## config.mk

```make
export PLATFORM = sky130hd
export DESIGN_NAME = lds_diag_regs
export DESIGN_NICKNAME = d
export VERILOG_FILES = /design/src/rtl/lds_pkg.sv /design/src/rtl/lds_diag_regs.sv
export SDC_FILE = /design/constraint.sdc
export NUM_CORES = 1
export LEC_CHECK = 0
export BUFFER_PORTS_ARGS = -buffer_cell sky130_fd_sc_hd__buf_2
export CAP_MARGIN = 10
export CORE_ASPECT_RATIO = 0.75
export CORE_UTILIZATION = 45
export DETAILED_ROUTE_END_ITERATION = 6
export PLACE_DENSITY = 0.8
export REMOVE_ABC_BUFFERS = 1
export SKIP_CTS_REPAIR_TIMING = 1
export SKIP_LAST_GASP = 1
export SLEW_MARGIN = 10
export SYNTH_ARGS = -nofsm -noshare
export SYNTH_HDL_FRONTEND = slang
export SYNTH_SLANG_ARGS = --single-unit
```

## constraint.sdc

```tcl
create_clock -name core_clk -period 2.6 [get_ports core_clk]
set_input_delay 0.26 -clock core_clk [delete_from_list [all_inputs] [get_ports core_clk]]
set_output_delay 0.26 -clock core_clk [all_outputs]
set_load 0.005 [all_outputs]
```

## src/rtl/lds_pkg.sv

```systemverilog
// Shared constants and carrier types for the LED diagnostic register bank
package lds_pkg;

    // Register offsets
    localparam logic [7:0] ADDR_PHASE = 8'h70;
    localparam logic [7:0] ADDR_DET = 8'h71;
    localparam logic [7:0] ADDR_RES0 = 8'h72;
    localparam logic [7:0] ADDR_RES1 = 8'h73;
    localparam logic [7:0] ADDR_RES2 = 8'h74;
    localparam logic [7:0] ADDR_RES3 = 8'h75;
    localparam logic [7:0] ADDR_RES4 = 8'h76;
    localparam logic [7:0] ADDR_TEMP = 8'h77;
    localparam logic [7:0] ADDR_SPREAD = 8'h78;
    localparam logic [7:0] ADDR_RESET = 8'h7f;

    // Field positions
    localparam int PH_PDE_BIT = 7;
    localparam int PH_PS_LSB = 0;
    localparam int TEMP_ROLL_LSB = 6;
    localparam int TEMP_FLAG_BIT = 4;
    localparam int TEMP_TS_LSB = 0;
    localparam int SPR_FULL_LSB = 5;
    localparam int SPR_EN_BIT = 4;
    localparam int SPR_RNG_LSB = 2;
    localparam int SPR_CLT_LSB = 0;

    // Reset values and keys
    localparam logic [7:0] REG_RESET_VAL = 8'h00;
    localparam logic [7:0] RESET_KEY = 8'h00;

    // Detect-select codes
    localparam logic [1:0] DET_SHORT = 2'h2;
    localparam logic [1:0] DET_OPEN = 2'h3;

    // Channel layout
    localparam int NUM_CH = 30;
    localparam int GROUP_SIZE = 10;
    localparam int PHASE_SIZE = 5;

    // Duty compare
    localparam logic [7:0] DUTY_MIN_ON = 8'h02;
    localparam logic [7:0] HALF_TURN = 8'h80;

    // Roll-off percent by code 00..11: 100, 75, 55, 30
    localparam logic [3:0][6:0] ROLL_PCT = {7'h1e, 7'h37, 7'h4b, 7'h64};
    localparam logic [6:0] FULL_PCT = 7'h64;
    // Spread deviation by code 00..11: 5, 15, 24, 34 percent
    localparam logic [3:0][5:0] SPREAD_DEV = {6'h22, 6'h18, 6'h0f, 6'h05};
    // Thermal points 140, 120, 100, 90 degC select comparator 0..3

    // Spread modulation periods
    localparam int CLK_MHZ = 250;
    localparam int SPREAD_T0_US = 1980;
    localparam int SPREAD_T1_US = 1200;
    localparam int SPREAD_T2_US = 820;
    localparam int SPREAD_T3_US = 660;

    // Register access request from the serial port decoder
    typedef struct packed {
        logic wr;
        logic rd;
        logic [7:0] addr;
        logic [7:0] wdata;
    } lds_req_t;

    // Analog sense comparator outputs
    typedef struct packed {
        logic [NUM_CH-1:0] open_det;
        logic [NUM_CH-1:0] short_det;
        logic [3:0] temp_above;
    } lds_sense_t;

endpackage

```

## src/rtl/lds_diag_regs.sv

```systemverilog
// Diagnostic, thermal and spread-spectrum register bank with output gating
module lds_diag_regs
    import lds_pkg::*;
#(
    parameter int SPREAD_CYC0 = SPREAD_T0_US * CLK_MHZ,
    parameter int SPREAD_CYC1 = SPREAD_T1_US * CLK_MHZ,
    parameter int SPREAD_CYC2 = SPREAD_T2_US * CLK_MHZ,
    parameter int SPREAD_CYC3 = SPREAD_T3_US * CLK_MHZ
) (
    // Clock and reset
    input wire logic core_clk,
    input wire logic resetn,
    // Register access from the serial port
    input wire lds_req_t req,
    output logic [7:0] rdata_r,
    output logic rvalid_r,
    // Analog sense pins
    input wire lds_sense_t sense_in,
    // Duty data and PWM step enable
    input wire logic pwm_step,
    input wire logic [NUM_CH-1:0][7:0] duty_in,
    // Output drive and analog controls
    output logic [NUM_CH-1:0] led_on_r,
    output logic phase_delay_en_r,
    output logic over_temp_r,
    output logic [6:0] current_pct_r,
    output logic spread_en_r,
    output logic [5:0] spread_dev_r,
    output logic spread_dir_r
);

    ////////////////////////////////////////////////////////////////////////////
    // Parameter checks

    localparam int CYC_LIMIT = 1 << 20;

    if (SPREAD_CYC0 < 2 || SPREAD_CYC0 >= CYC_LIMIT) begin : g_chk0
        $error("SPREAD_CYC0 out of range");
    end
    if (SPREAD_CYC1 < 2 || SPREAD_CYC1 >= CYC_LIMIT) begin : g_chk1
        $error("SPREAD_CYC1 out of range");
    end
    if (SPREAD_CYC2 < 2 || SPREAD_CYC2 >= CYC_LIMIT) begin : g_chk2
        $error("SPREAD_CYC2 out of range");
    end
    if (SPREAD_CYC3 < 2 || SPREAD_CYC3 >= CYC_LIMIT) begin : g_chk3
        $error("SPREAD_CYC3 out of range");
    end

    ////////////////////////////////////////////////////////////////////////////
    // Decode

    logic soft_rst;
    logic wr_phase;
    logic wr_det;
    logic wr_temp;
    logic wr_spread;

    // Any other byte to the reset address is ignored
    assign soft_rst = req.wr && req.addr == ADDR_RESET && req.wdata == RESET_KEY;
    assign wr_phase = req.wr && req.addr == ADDR_PHASE;
    assign wr_det = req.wr && req.addr == ADDR_DET;
    assign wr_temp = req.wr && req.addr == ADDR_TEMP;
    assign wr_spread = req.wr && req.addr == ADDR_SPREAD;

    ////////////////////////////////////////////////////////////////////////////
    // Sense synchronisers

    lds_sense_t sense_s1;
    lds_sense_t sense_s2;

    always_ff @(posedge core_clk or negedge resetn) begin
        if (!resetn) begin
            sense_s1 <= '0;
            sense_s2 <= '0;
        end else begin
            sense_s1 <= sense_in;
            sense_s2 <= sense_s1;
        end
    end

    ////////////////////////////////////////////////////////////////////////////
    // Phase register

    logic [5:0] ps_r;

    always_ff @(posedge core_clk or negedge resetn) begin
        if (!resetn) begin
            phase_delay_en_r <= 1'b0;
            ps_r <= '0;
        end else if (soft_rst) begin
            phase_delay_en_r <= REG_RESET_VAL[PH_PDE_BIT];
            ps_r <= REG_RESET_VAL[PH_PS_LSB +: 6];
        end else if (wr_phase) begin
            phase_delay_en_r <= req.wdata[PH_PDE_BIT];
            ps_r <= req.wdata[PH_PS_LSB +: 6];
        end
    end

    ////////////////////////////////////////////////////////////////////////////
    // Detect select and fault capture

    logic [1:0] det_r;
    logic [NUM_CH-1:0] res_r;

    always_ff @(posedge core_clk or negedge resetn) begin
        if (!resetn) begin
            det_r <= '0;
        end else if (soft_rst) begin
            det_r <= REG_RESET_VAL[1:0];
        end else if (wr_det) begin
            det_r <= req.wdata[1:0];
        end
    end

    // Snapshot on each enabling write; disabled codes keep the last result
    always_ff @(posedge core_clk or negedge resetn) begin
        if (!resetn) begin
            res_r <= '0;
        end else if (soft_rst) begin
            res_r <= '0;
        end else if (wr_det && req.wdata[1:0] == DET_OPEN) begin
            res_r <= sense_s2.open_det;
        end else if (wr_det && req.wdata[1:0] == DET_SHORT) begin
            res_r <= sense_s2.short_det;
        end
    end

    ////////////////////////////////////////////////////////////////////////////
    // Thermal register

    logic [1:0] roll_r;
    logic [1:0] ts_r;

    always_ff @(posedge core_clk or negedge resetn) begin
        if (!resetn) begin
            roll_r <= '0;
            ts_r <= '0;
        end else if (soft_rst) begin
            roll_r <= REG_RESET_VAL[TEMP_ROLL_LSB +: 2];
            ts_r <= REG_RESET_VAL[TEMP_TS_LSB +: 2];
        end else if (wr_temp) begin
            roll_r <= req.wdata[TEMP_ROLL_LSB +: 2];
            ts_r <= req.wdata[TEMP_TS_LSB +: 2];
        end
    end

    // Flag is live status, so a stale threshold only costs one cycle
    always_ff @(posedge core_clk or negedge resetn) begin
        if (!resetn) begin
            over_temp_r <= 1'b0;
        end else begin
            over_temp_r <= sense_s2.temp_above[ts_r];
        end
    end

    always_ff @(posedge core_clk or negedge resetn) begin
        if (!resetn) begin
            current_pct_r <= FULL_PCT;
        end else begin
            current_pct_r <= over_temp_r ? ROLL_PCT[roll_r] : FULL_PCT;
        end
    end

    ////////////////////////////////////////////////////////////////////////////
    // Spread and full-on register

    logic [2:0] full_r;
    logic [1:0] rng_r;
    logic [1:0] clt_r;

    always_ff @(posedge core_clk or negedge resetn) begin
        if (!resetn) begin
            full_r <= '0;
            spread_en_r <= 1'b0;
            rng_r <= '0;
            clt_r <= '0;
        end else if (soft_rst) begin
            full_r <= REG_RESET_VAL[SPR_FULL_LSB +: 3];
            spread_en_r <= REG_RESET_VAL[SPR_EN_BIT];
            rng_r <= REG_RESET_VAL[SPR_RNG_LSB +: 2];
            clt_r <= REG_RESET_VAL[SPR_CLT_LSB +: 2];
        end else if (wr_spread) begin
            full_r <= req.wdata[SPR_FULL_LSB +: 3];
            spread_en_r <= req.wdata[SPR_EN_BIT];
            rng_r <= req.wdata[SPR_RNG_LSB +: 2];
            clt_r <= req.wdata[SPR_CLT_LSB +: 2];
        end
    end

    always_ff @(posedge core_clk or negedge resetn) begin
        if (!resetn) begin
            spread_dev_r <= '0;
        end else begin
            spread_dev_r <= spread_en_r ? SPREAD_DEV[rng_r] : 6'h00;
        end
    end

    ////////////////////////////////////////////////////////////////////////////
    // Spread modulation: direction flips every half period

    logic [19:0] spr_cnt_r;
    logic [19:0] half_cyc;

    always_comb begin
        case (clt_r)
            2'h0: half_cyc = 20'(SPREAD_CYC0 / 2);
            2'h1: half_cyc = 20'(SPREAD_CYC1 / 2);
            2'h2: half_cyc = 20'(SPREAD_CYC2 / 2);
            default: half_cyc = 20'(SPREAD_CYC3 / 2);
        endcase
    end

    always_ff @(posedge core_clk or negedge resetn) begin
        if (!resetn) begin
            spr_cnt_r <= '0;
            spread_dir_r <= 1'b0;
        end else if (!spread_en_r) begin
            spr_cnt_r <= '0;
            spread_dir_r <= 1'b0;
        end else if (spr_cnt_r >= half_cyc - 20'h00001) begin
            spr_cnt_r <= '0;
            spread_dir_r <= !spread_dir_r;
        end else begin
            spr_cnt_r <= spr_cnt_r + 20'h00001;
        end
    end

    ////////////////////////////////////////////////////////////////////////////
    // Output duty compare

    logic [7:0] pwm_cnt_r;

    always_ff @(posedge core_clk or negedge resetn) begin
        if (!resetn) begin
            pwm_cnt_r <= '0;
        end else if (pwm_step) begin
            pwm_cnt_r <= pwm_cnt_r + 8'h01;
        end
    end

    for (genvar i = 0; i < NUM_CH; i++) begin : g_ch
        logic [7:0] pos;
        // Shifted half a turn when the channel's phase bit is set
        assign pos = pwm_cnt_r + (ps_r[i / PHASE_SIZE] ? HALF_TURN : 8'h00);
        always_ff @(posedge core_clk or negedge resetn) begin
            if (!resetn) begin
                led_on_r[i] <= 1'b0;
            end else if (full_r[i / GROUP_SIZE]) begin
                led_on_r[i] <= 1'b1;
            end else begin
                led_on_r[i] <= duty_in[i] >= DUTY_MIN_ON && pos < duty_in[i];
            end
        end
    end

    ////////////////////////////////////////////////////////////////////////////
    // Read path

    logic [7:0] rd_val;

    always_comb begin
        rd_val = 8'h00;
        case (req.addr)
            ADDR_PHASE: rd_val = {phase_delay_en_r, 1'b0, ps_r};
            ADDR_DET: rd_val = {6'h00, det_r};
            ADDR_RES0: rd_val = {res_r[5], 1'b0, res_r[4:0], 1'b0};
            ADDR_RES1: rd_val = res_r[13:6];
            ADDR_RES2: rd_val = {res_r[19:15], 2'h0, res_r[14]};
            ADDR_RES3: rd_val = {res_r[26:25], 1'b0, res_r[24:20]};
            ADDR_RES4: rd_val = {5'h00, res_r[29:27]};
            ADDR_TEMP: rd_val = {roll_r, 1'b0, over_temp_r, 2'h0, ts_r};
            ADDR_SPREAD: rd_val = {full_r, spread_en_r, rng_r, clt_r};
            default: rd_val = 8'h00;
        endcase
    end

    // Reads answer one cycle after the request
    always_ff @(posedge core_clk or negedge resetn) begin
        if (!resetn) begin
            rdata_r <= '0;
            rvalid_r <= 1'b0;
        end else begin
            rvalid_r <= req.rd;
            if (req.rd) begin
                rdata_r <= rd_val;
            end
        end
    end

    ////////////////////////////////////////////////////////////////////////////
    // Checks

    AST_DET_DISABLED_HOLDS: assert property (
        @(posedge core_clk) disable iff (!resetn)
        wr_det && !req.wdata[1] && !soft_rst |=> $stable(res_r))
        else $error("disabled detect code changed results");

    AST_SHORT_CAPTURE: assert property (
        @(posedge core_clk) disable iff (!resetn)
        wr_det && req.wdata[1:0] == DET_SHORT |=> res_r == $past(sense_s2.short_det))
        else $error("short results not captured");

    AST_OPEN_CAPTURE: assert property (
        @(posedge core_clk) disable iff (!resetn)
        wr_det && req.wdata[1:0] == DET_OPEN |=> res_r == $past(sense_s2.open_det))
        else $error("open results not captured");

    AST_SOFT_RESET: assert property (
        @(posedge core_clk) disable iff (!resetn)
        soft_rst |=> det_r == 2'h0 && res_r == '0 && full_r == 3'h0 && !spread_en_r && ts_r == 2'h0)
        else $error("reset register write left a register set");

    AST_FULL_ON_GROUP0: assert property (
        @(posedge core_clk) disable iff (!resetn)
        full_r[0] |=> led_on_r[9:0] == 10'h3ff)
        else $error("full-on group not driven on");

    AST_LOW_DUTY_OFF: assert property (
        @(posedge core_clk) disable iff (!resetn)
        !full_r[0] && duty_in[0] < DUTY_MIN_ON |=> !led_on_r[0])
        else $error("duty below two turned output on");

    AST_OVER_TEMP_FLAG: assert property (
        @(posedge core_clk) disable iff (!resetn)
        sense_in.temp_above == 4'hf [*3] |=> over_temp_r)
        else $error("over-temperature flag missed");

    AST_FULL_CURRENT: assert property (
        @(posedge core_clk) disable iff (!resetn)
        !over_temp_r |=> current_pct_r == FULL_PCT)
        else $error("current scaled while not over temperature");

    AST_ROLLOFF_CURRENT: assert property (
        @(posedge core_clk) disable iff (!resetn)
        over_temp_r |=> current_pct_r == ROLL_PCT[$past(roll_r)])
        else $error("roll-off percent not applied");

    AST_UNUSED_ZERO: assert property (
        @(posedge core_clk) disable iff (!resetn)
        req.rd && req.addr == ADDR_TEMP |=> rvalid_r && rdata_r[5] == 1'b0 && rdata_r[3:2] == 2'h0)
        else $error("unused temperature bits read nonzero");

    AST_SPREAD_OFF: assert property (
        @(posedge core_clk) disable iff (!resetn)
        !spread_en_r |=> !spread_dir_r && spr_cnt_r == 20'h00000)
        else $error("spreading active while disabled");

endmodule

```

# Word level (Yosys, flattened, before mapping)
# Cells that the tools add are included.
[op_classes]
bitwise = 0
muxes = 71
n_shift = 0
reduce_logical = 46
eq_ne = 15
n_addsub = 9
n_div = 0
order_cmp = 64
mul = 0
[ops]
columns = ["op", "n"]
rows = [
  ["$ge 8x2->1 const B", 30],
  ["$lt 8x8->1", 30],
  ["$mux 30", 3],
  ["$eq 8x7->1 const B", 10],
  ["$pmux 8 s9", 1],
  ["$pmux 18 s3", 1],
  ["$add 8x8->8", 6],
  ["$mux 8", 6],
  ["$mux 20", 2],
  ["$logic_and 1x1->1", 38],
  ["$mux 1", 37],
  ["$mux 6", 4],
  ["$add 20x1->20 const B", 1],
  ["$ge 20x20->1", 1],
  ["$mux 2", 10],
  ["$sub 20x1->20 const B", 1],
  ["$bmux 7 s2", 1],
  ["$mux 7", 2],
  ["$bmux 6 s2", 1],
  ["$lt 2x3->1 const B", 3],
  ["$add 8x1->8 const B", 1],
  ["$logic_not 8->1", 1],
  ["$reduce_bool 2->1", 4],
  ["$eq 2x2->1 const B", 3],
  ["other kinds (7)", 8],
]
[word_totals]
romBits = 0
elab_cells = 259
out_inout_bits = 56
regBits = 261
latchBits = 0
n_memories = 0
ramBits = 0

# Depth between registers and ports, before layout
[logic_depth]
word_depth = 6
ltp_mapped = 11

# Worst setup path after synthesis
# OpenSTA, ideal clock, no wires.
[synth_timing]
path_kind = "reg2reg"
startpoint = "register clt_r[1]"
endpoint = "register spr_cnt_r[11]"
period_less_slack_ns = 2.389
path_slack_ns = 0.211
arrival_ns = 2.257
path_buffers = 2
stages_incl_launch_ff = 10
path_cell_list = "dfrtp_1 > inv_1 > ha_1 > ha_1 > nand2_1 > or4_1 > o21ai_1 > buf_2 > buf_1 > nor2_1"
[synth_between]
elab_chain_len = 6
word_cells_on_any_way = 8
classes_between = "1 x add/sub; 1 x order compare; 2 x eq/ne; 3 x mux; 1 x reduce/logical"
[synth_rtl]
columns = ["element", "line_no", "text"]
rows = [
  ["start: declaration", "lds_diag_regs.sv:170", "logic [1:0] clt_r;"],
  ["start signal: assignment", "lds_diag_regs.sv:182", "clt_r <= REG_RESET_VAL[SPR_CLT_LSB +: 2];"],
  ["start signal: assignment", "lds_diag_regs.sv:187", "clt_r <= req.wdata[SPR_CLT_LSB +: 2];"],
  ["$eq 2x2->1 (tied with other cells)", "lds_diag_regs.sv:206", "case (clt_r)"],
  ["$pmux 18 s3 *", "lds_diag_regs.sv:206", ""],
  ["$sub 20x1->20 *", "lds_diag_regs.sv:221", "end else if (spr_cnt_r >= half_cyc - 20'h00001) begin"],
  ["$ge 20x20->1 *", "lds_diag_regs.sv:221", ""],
  ["$mux 20 *", "lds_diag_regs.sv:221", ""],
  ["$mux 20 *", "lds_diag_regs.sv:218", "end else if (!spread_en_r) begin"],
  ["end signal: assignment", "lds_diag_regs.sv:225", "spr_cnt_r <= spr_cnt_r + 20'h00001;"],
  ["end: declaration", "lds_diag_regs.sv:202", "logic [19:0] spr_cnt_r;"],
]
# Mark *: on every way between the ends. The rest lies on a longest branch, timed or not.
# A chain may end at the register's enable or synchronous reset.

# Worst setup path in the final report
[layout_timing]
startpoint = "register clt_r[1]"
endpoint = "register spr_cnt_r[12]"
# Same word-level chain as after synthesis.

==> flow_summary.json <==
{
  "run_status": "finished clean",
  "path_clk_slew_ns": 0.06,
  "ys_ff_latch": 260,
  "start_util_pct": 45.9,
  "hp-start": "req[6]",
  "rr_worst_depth": 10,
  "first_global_vias": 12959,
  "critPathTopFamily": "compound AO/OA/AOI/OAI gates",
  "end_kind": "register",
  "clock_latency_ns": 0.57,
  "worst_pin_slew_ns": 0.995,
  "htree_levels": 1,
  "avgRoutedWirePerCell_um": 18.7,
  "hold-worst-slack_ns": 0.0216,
  "finalWorstSetupSlack_ns": 0.126,
  "synth_ff_type": "dfrtp_1",
  "fin_skew_ns": 0.0144,
  "die_y_um": 160,
  "crit_chain": "inv_1 > ha_1 > xnor2_1 > ha_1 > inv_1 > o211ai_1 > a22oi_1 > o21ai_1 > buf_4 > nor2_1",
  "final_antenna_net_count": 0,
  "drt-initial-drc-count": 906,
  "slew_violations": 0,
  "max_freq_ghz": 0.404,
  "vdd_drop_max_mv": 0.521,
  "ys_types": 56,
  "dp_hpwl_mm": 31.7,
  "synth_top_area_share_pct": 42.9,
  "cts_inserted_buffers": 27,
  "drive_above_1_share_pct": 24.5,
  "fin_setup_tns_ns": 0,
  "drc": 0,
  "cts_tree": "built",
  "wirelength_mm": 45.2,
  "crit_path_max_fanout": 19,
  "placedCellCount": 2285,
  "hold_path.class": "primary input to register",
  "period_share_pct": 95.1,
  "synth_seq_area_share_pct": 43.5,
  "coreArea_sq_um": 32600,
  "crit_type": "register to register",
  "p_leak_nw": 10.5,
  "maxSlewHeadroom_pct": 33.6,
  "cap_viol_max_count": 0,
  "grt_overflow_total": 0,
  "vias": 13127,
  "yosys_warnings": 0,
  "fin_cells": 2411,
  "yosys.area.top_type": "dfrtp_1",
  "vias_per_cell": 5.44,
  "std_cell_rows": 57,
  "dp_worst_setup_slack_ns": 0.246,
  "reg2reg_from": "clt_r[1]",
  "nets": 2504,
  "pwr_density_cell_nw_per_um2": 691,
  "cp.required_ns": 3.04,
  "hold_violations": 0,
  "die_w_um": 213,
  "grt_usage_pct": 24.7,
  "synth_area_leaders": "dfrtp_1 (43%), ha_1 (20%), inv_1 (6.4%), a21oi_1 (3.4%), a21o_1 (3.0%)",
  "io_pins": 381,
  "antenna_found_initial": 7,
  "yosysMostFrequentCell": "dfrtp_1",
  "min_path_cells": 3,
  "mappedNetlistArea_sq_um": 15000,
  "fill_cells": 2638,
  "slowest_delay_ns": 0.53,
  "postSynthCellCount": 1467,
  "synthArstFlopShare_pct": 100,
  "firstDrtPassIters": 5,
  "cts.path.max_buffers": 3,
  "fin_crit_ns": 2.47,
  "cpMaxStageDelayCell": "dfrtp_1",
  "cp-start-kind": "register",
  "crit_path_start": "clt_r[1]",
  "crit_cells": 10,
  "path_buf_inv": 3,
  "grt_pass1_wl_mm": 66.2,
  "clockRootBuffer": "clkbuf_16",
  "synth_edf_count": 0,
  "area.growth.synth_to_final_pct": 28.9,
  "grt_max_degree": 97,
  "synth_common_cells": "dfrtp_1 (257), inv_1 (256), ha_1 (236)",
  "place_congestion": 0.937,
  "rsz0062_at_grt": "false",
  "dieArea_sq_um": 34000,
  "arrival_ns": 2.92,
  "port_buffers": 380,
  "setup-violations-final": 0,
  "syn_area_per_cell_sq_um": 10.2,
  "cts_num_sinks": 260
}
==> per-stage QoR <==
step	cell area [sq um]	utilization, %	total power, mW
final	19300	59.2	13.3
after global routing	19300	59.2	14.2
after CTS	18600	57.0	13.2
after detailed placement	17600	54.1	9.09
after global placement	17600	54.1	8.81
after floorplan	14800	-	7.26
==> report_power, final <==
| group | internal (mW) | switching [mW] | total, mW |
|---|---|---|---|
| Clock | 2.40 | 1.75 | 4.14 |
| Combinational | 2.09 | 2.29 | 4.38 |
| Sequential | 4.37 | 0.450 | 4.82 |
==> layout by cell type, fill, tap and decap left out, drive strengths merged, types with 3 or more instances in the layout <==
cell,count
xnor2,12
a22o,8
ha,236
dfrtp,257
a31oi,6
o211ai,4
nand2,43
buf,410
nor2b,9
nor3,5
o41ai,30
dlygate4sd3,71
nand3,72
clkinv,4
a22oi,8
xor2,18
mux2,10
o21ai,46
inv,260
a21oi,101
and3,6
a32oi,3
nand4b,3
nand2b,31
dfstp,3
and2,9
nand4,39
nor4,3
o22ai,30
diode,6
and4,3
o311ai,30
a21o,60
clkbuf,38
nor2,36
mux2i,35
==> state kept, by name (all words and copies together), names as in the netlist, 2 cells and up <==
signal	count
sense_s1	64
current_pct_r	7
det_r	2
ts_r	2
res_r	30
spr_cnt_r	20
full_r	3
spread_dev_r	5
roll_r	2
led_on_r	30
pwm_cnt_r	8
ps_r	6
clt_r	2
sense_s2	64
rdata_r	8
rng_r	2
==> cell type report <==
class / count / area [sq um] / area share [%]
diodes: 6 / 15.0 / 0.0778
flip-flops and latches: 260 / 6520 / 33.8
clock inverters: 11 / 150 / 0.778
well taps: 442 / 553 / 2.86
clock buffers: 38 / 807 / 4.18
repair buffers: 481 / 2950 / 15.3
inverters: 256 / 961 / 4.98
multi-input cells: 917 / 7360 / 38.1
==> routing by layer <==
metal,up-vias,GRT usage (%),part of all wire (%)
li1,6143,-,-
met1,6320,32.4,42
met2,549,39.9,48
met3,113,4.80,6.7
met4,2,10.4,3.3
met5,-,0,0.029
==> kinds of logic after synthesis <==
family                     synth area share, %
xor gates and xnor gates                  1.75
and+or+nand+nor                           9.52
adders and majority gates                 19.7
buffers and inverters                     7.40
DFF                                       43.5
muxes                                     3.29
AOI/OAI and AO/OA                         14.8
other                                   0.0250
==> final timing paths <==
| kind | to | slack [ns] |
|---|---|---|
| worst max-delay path | spr_cnt_r[12] | 0.13 |
| worst min-delay path | roll_r[0] | 0.02 |
| worst max register to register | spr_cnt_r[12] | 0.13 |
| worst min register to register | sense_s2[37] | 0.35 |
| max in group asynchronous | res_r[13] | 1.46 |
| min in group asynchronous | spr_cnt_r[1] | 0.30 |
==> tightest hold or removal path, cell delays in order <==
cell and delay, ns:
buf_2 0.14, nand2_1 0.06, o21ai_0 0.08
Note: power is estimated with default switching activity, not from simulation.
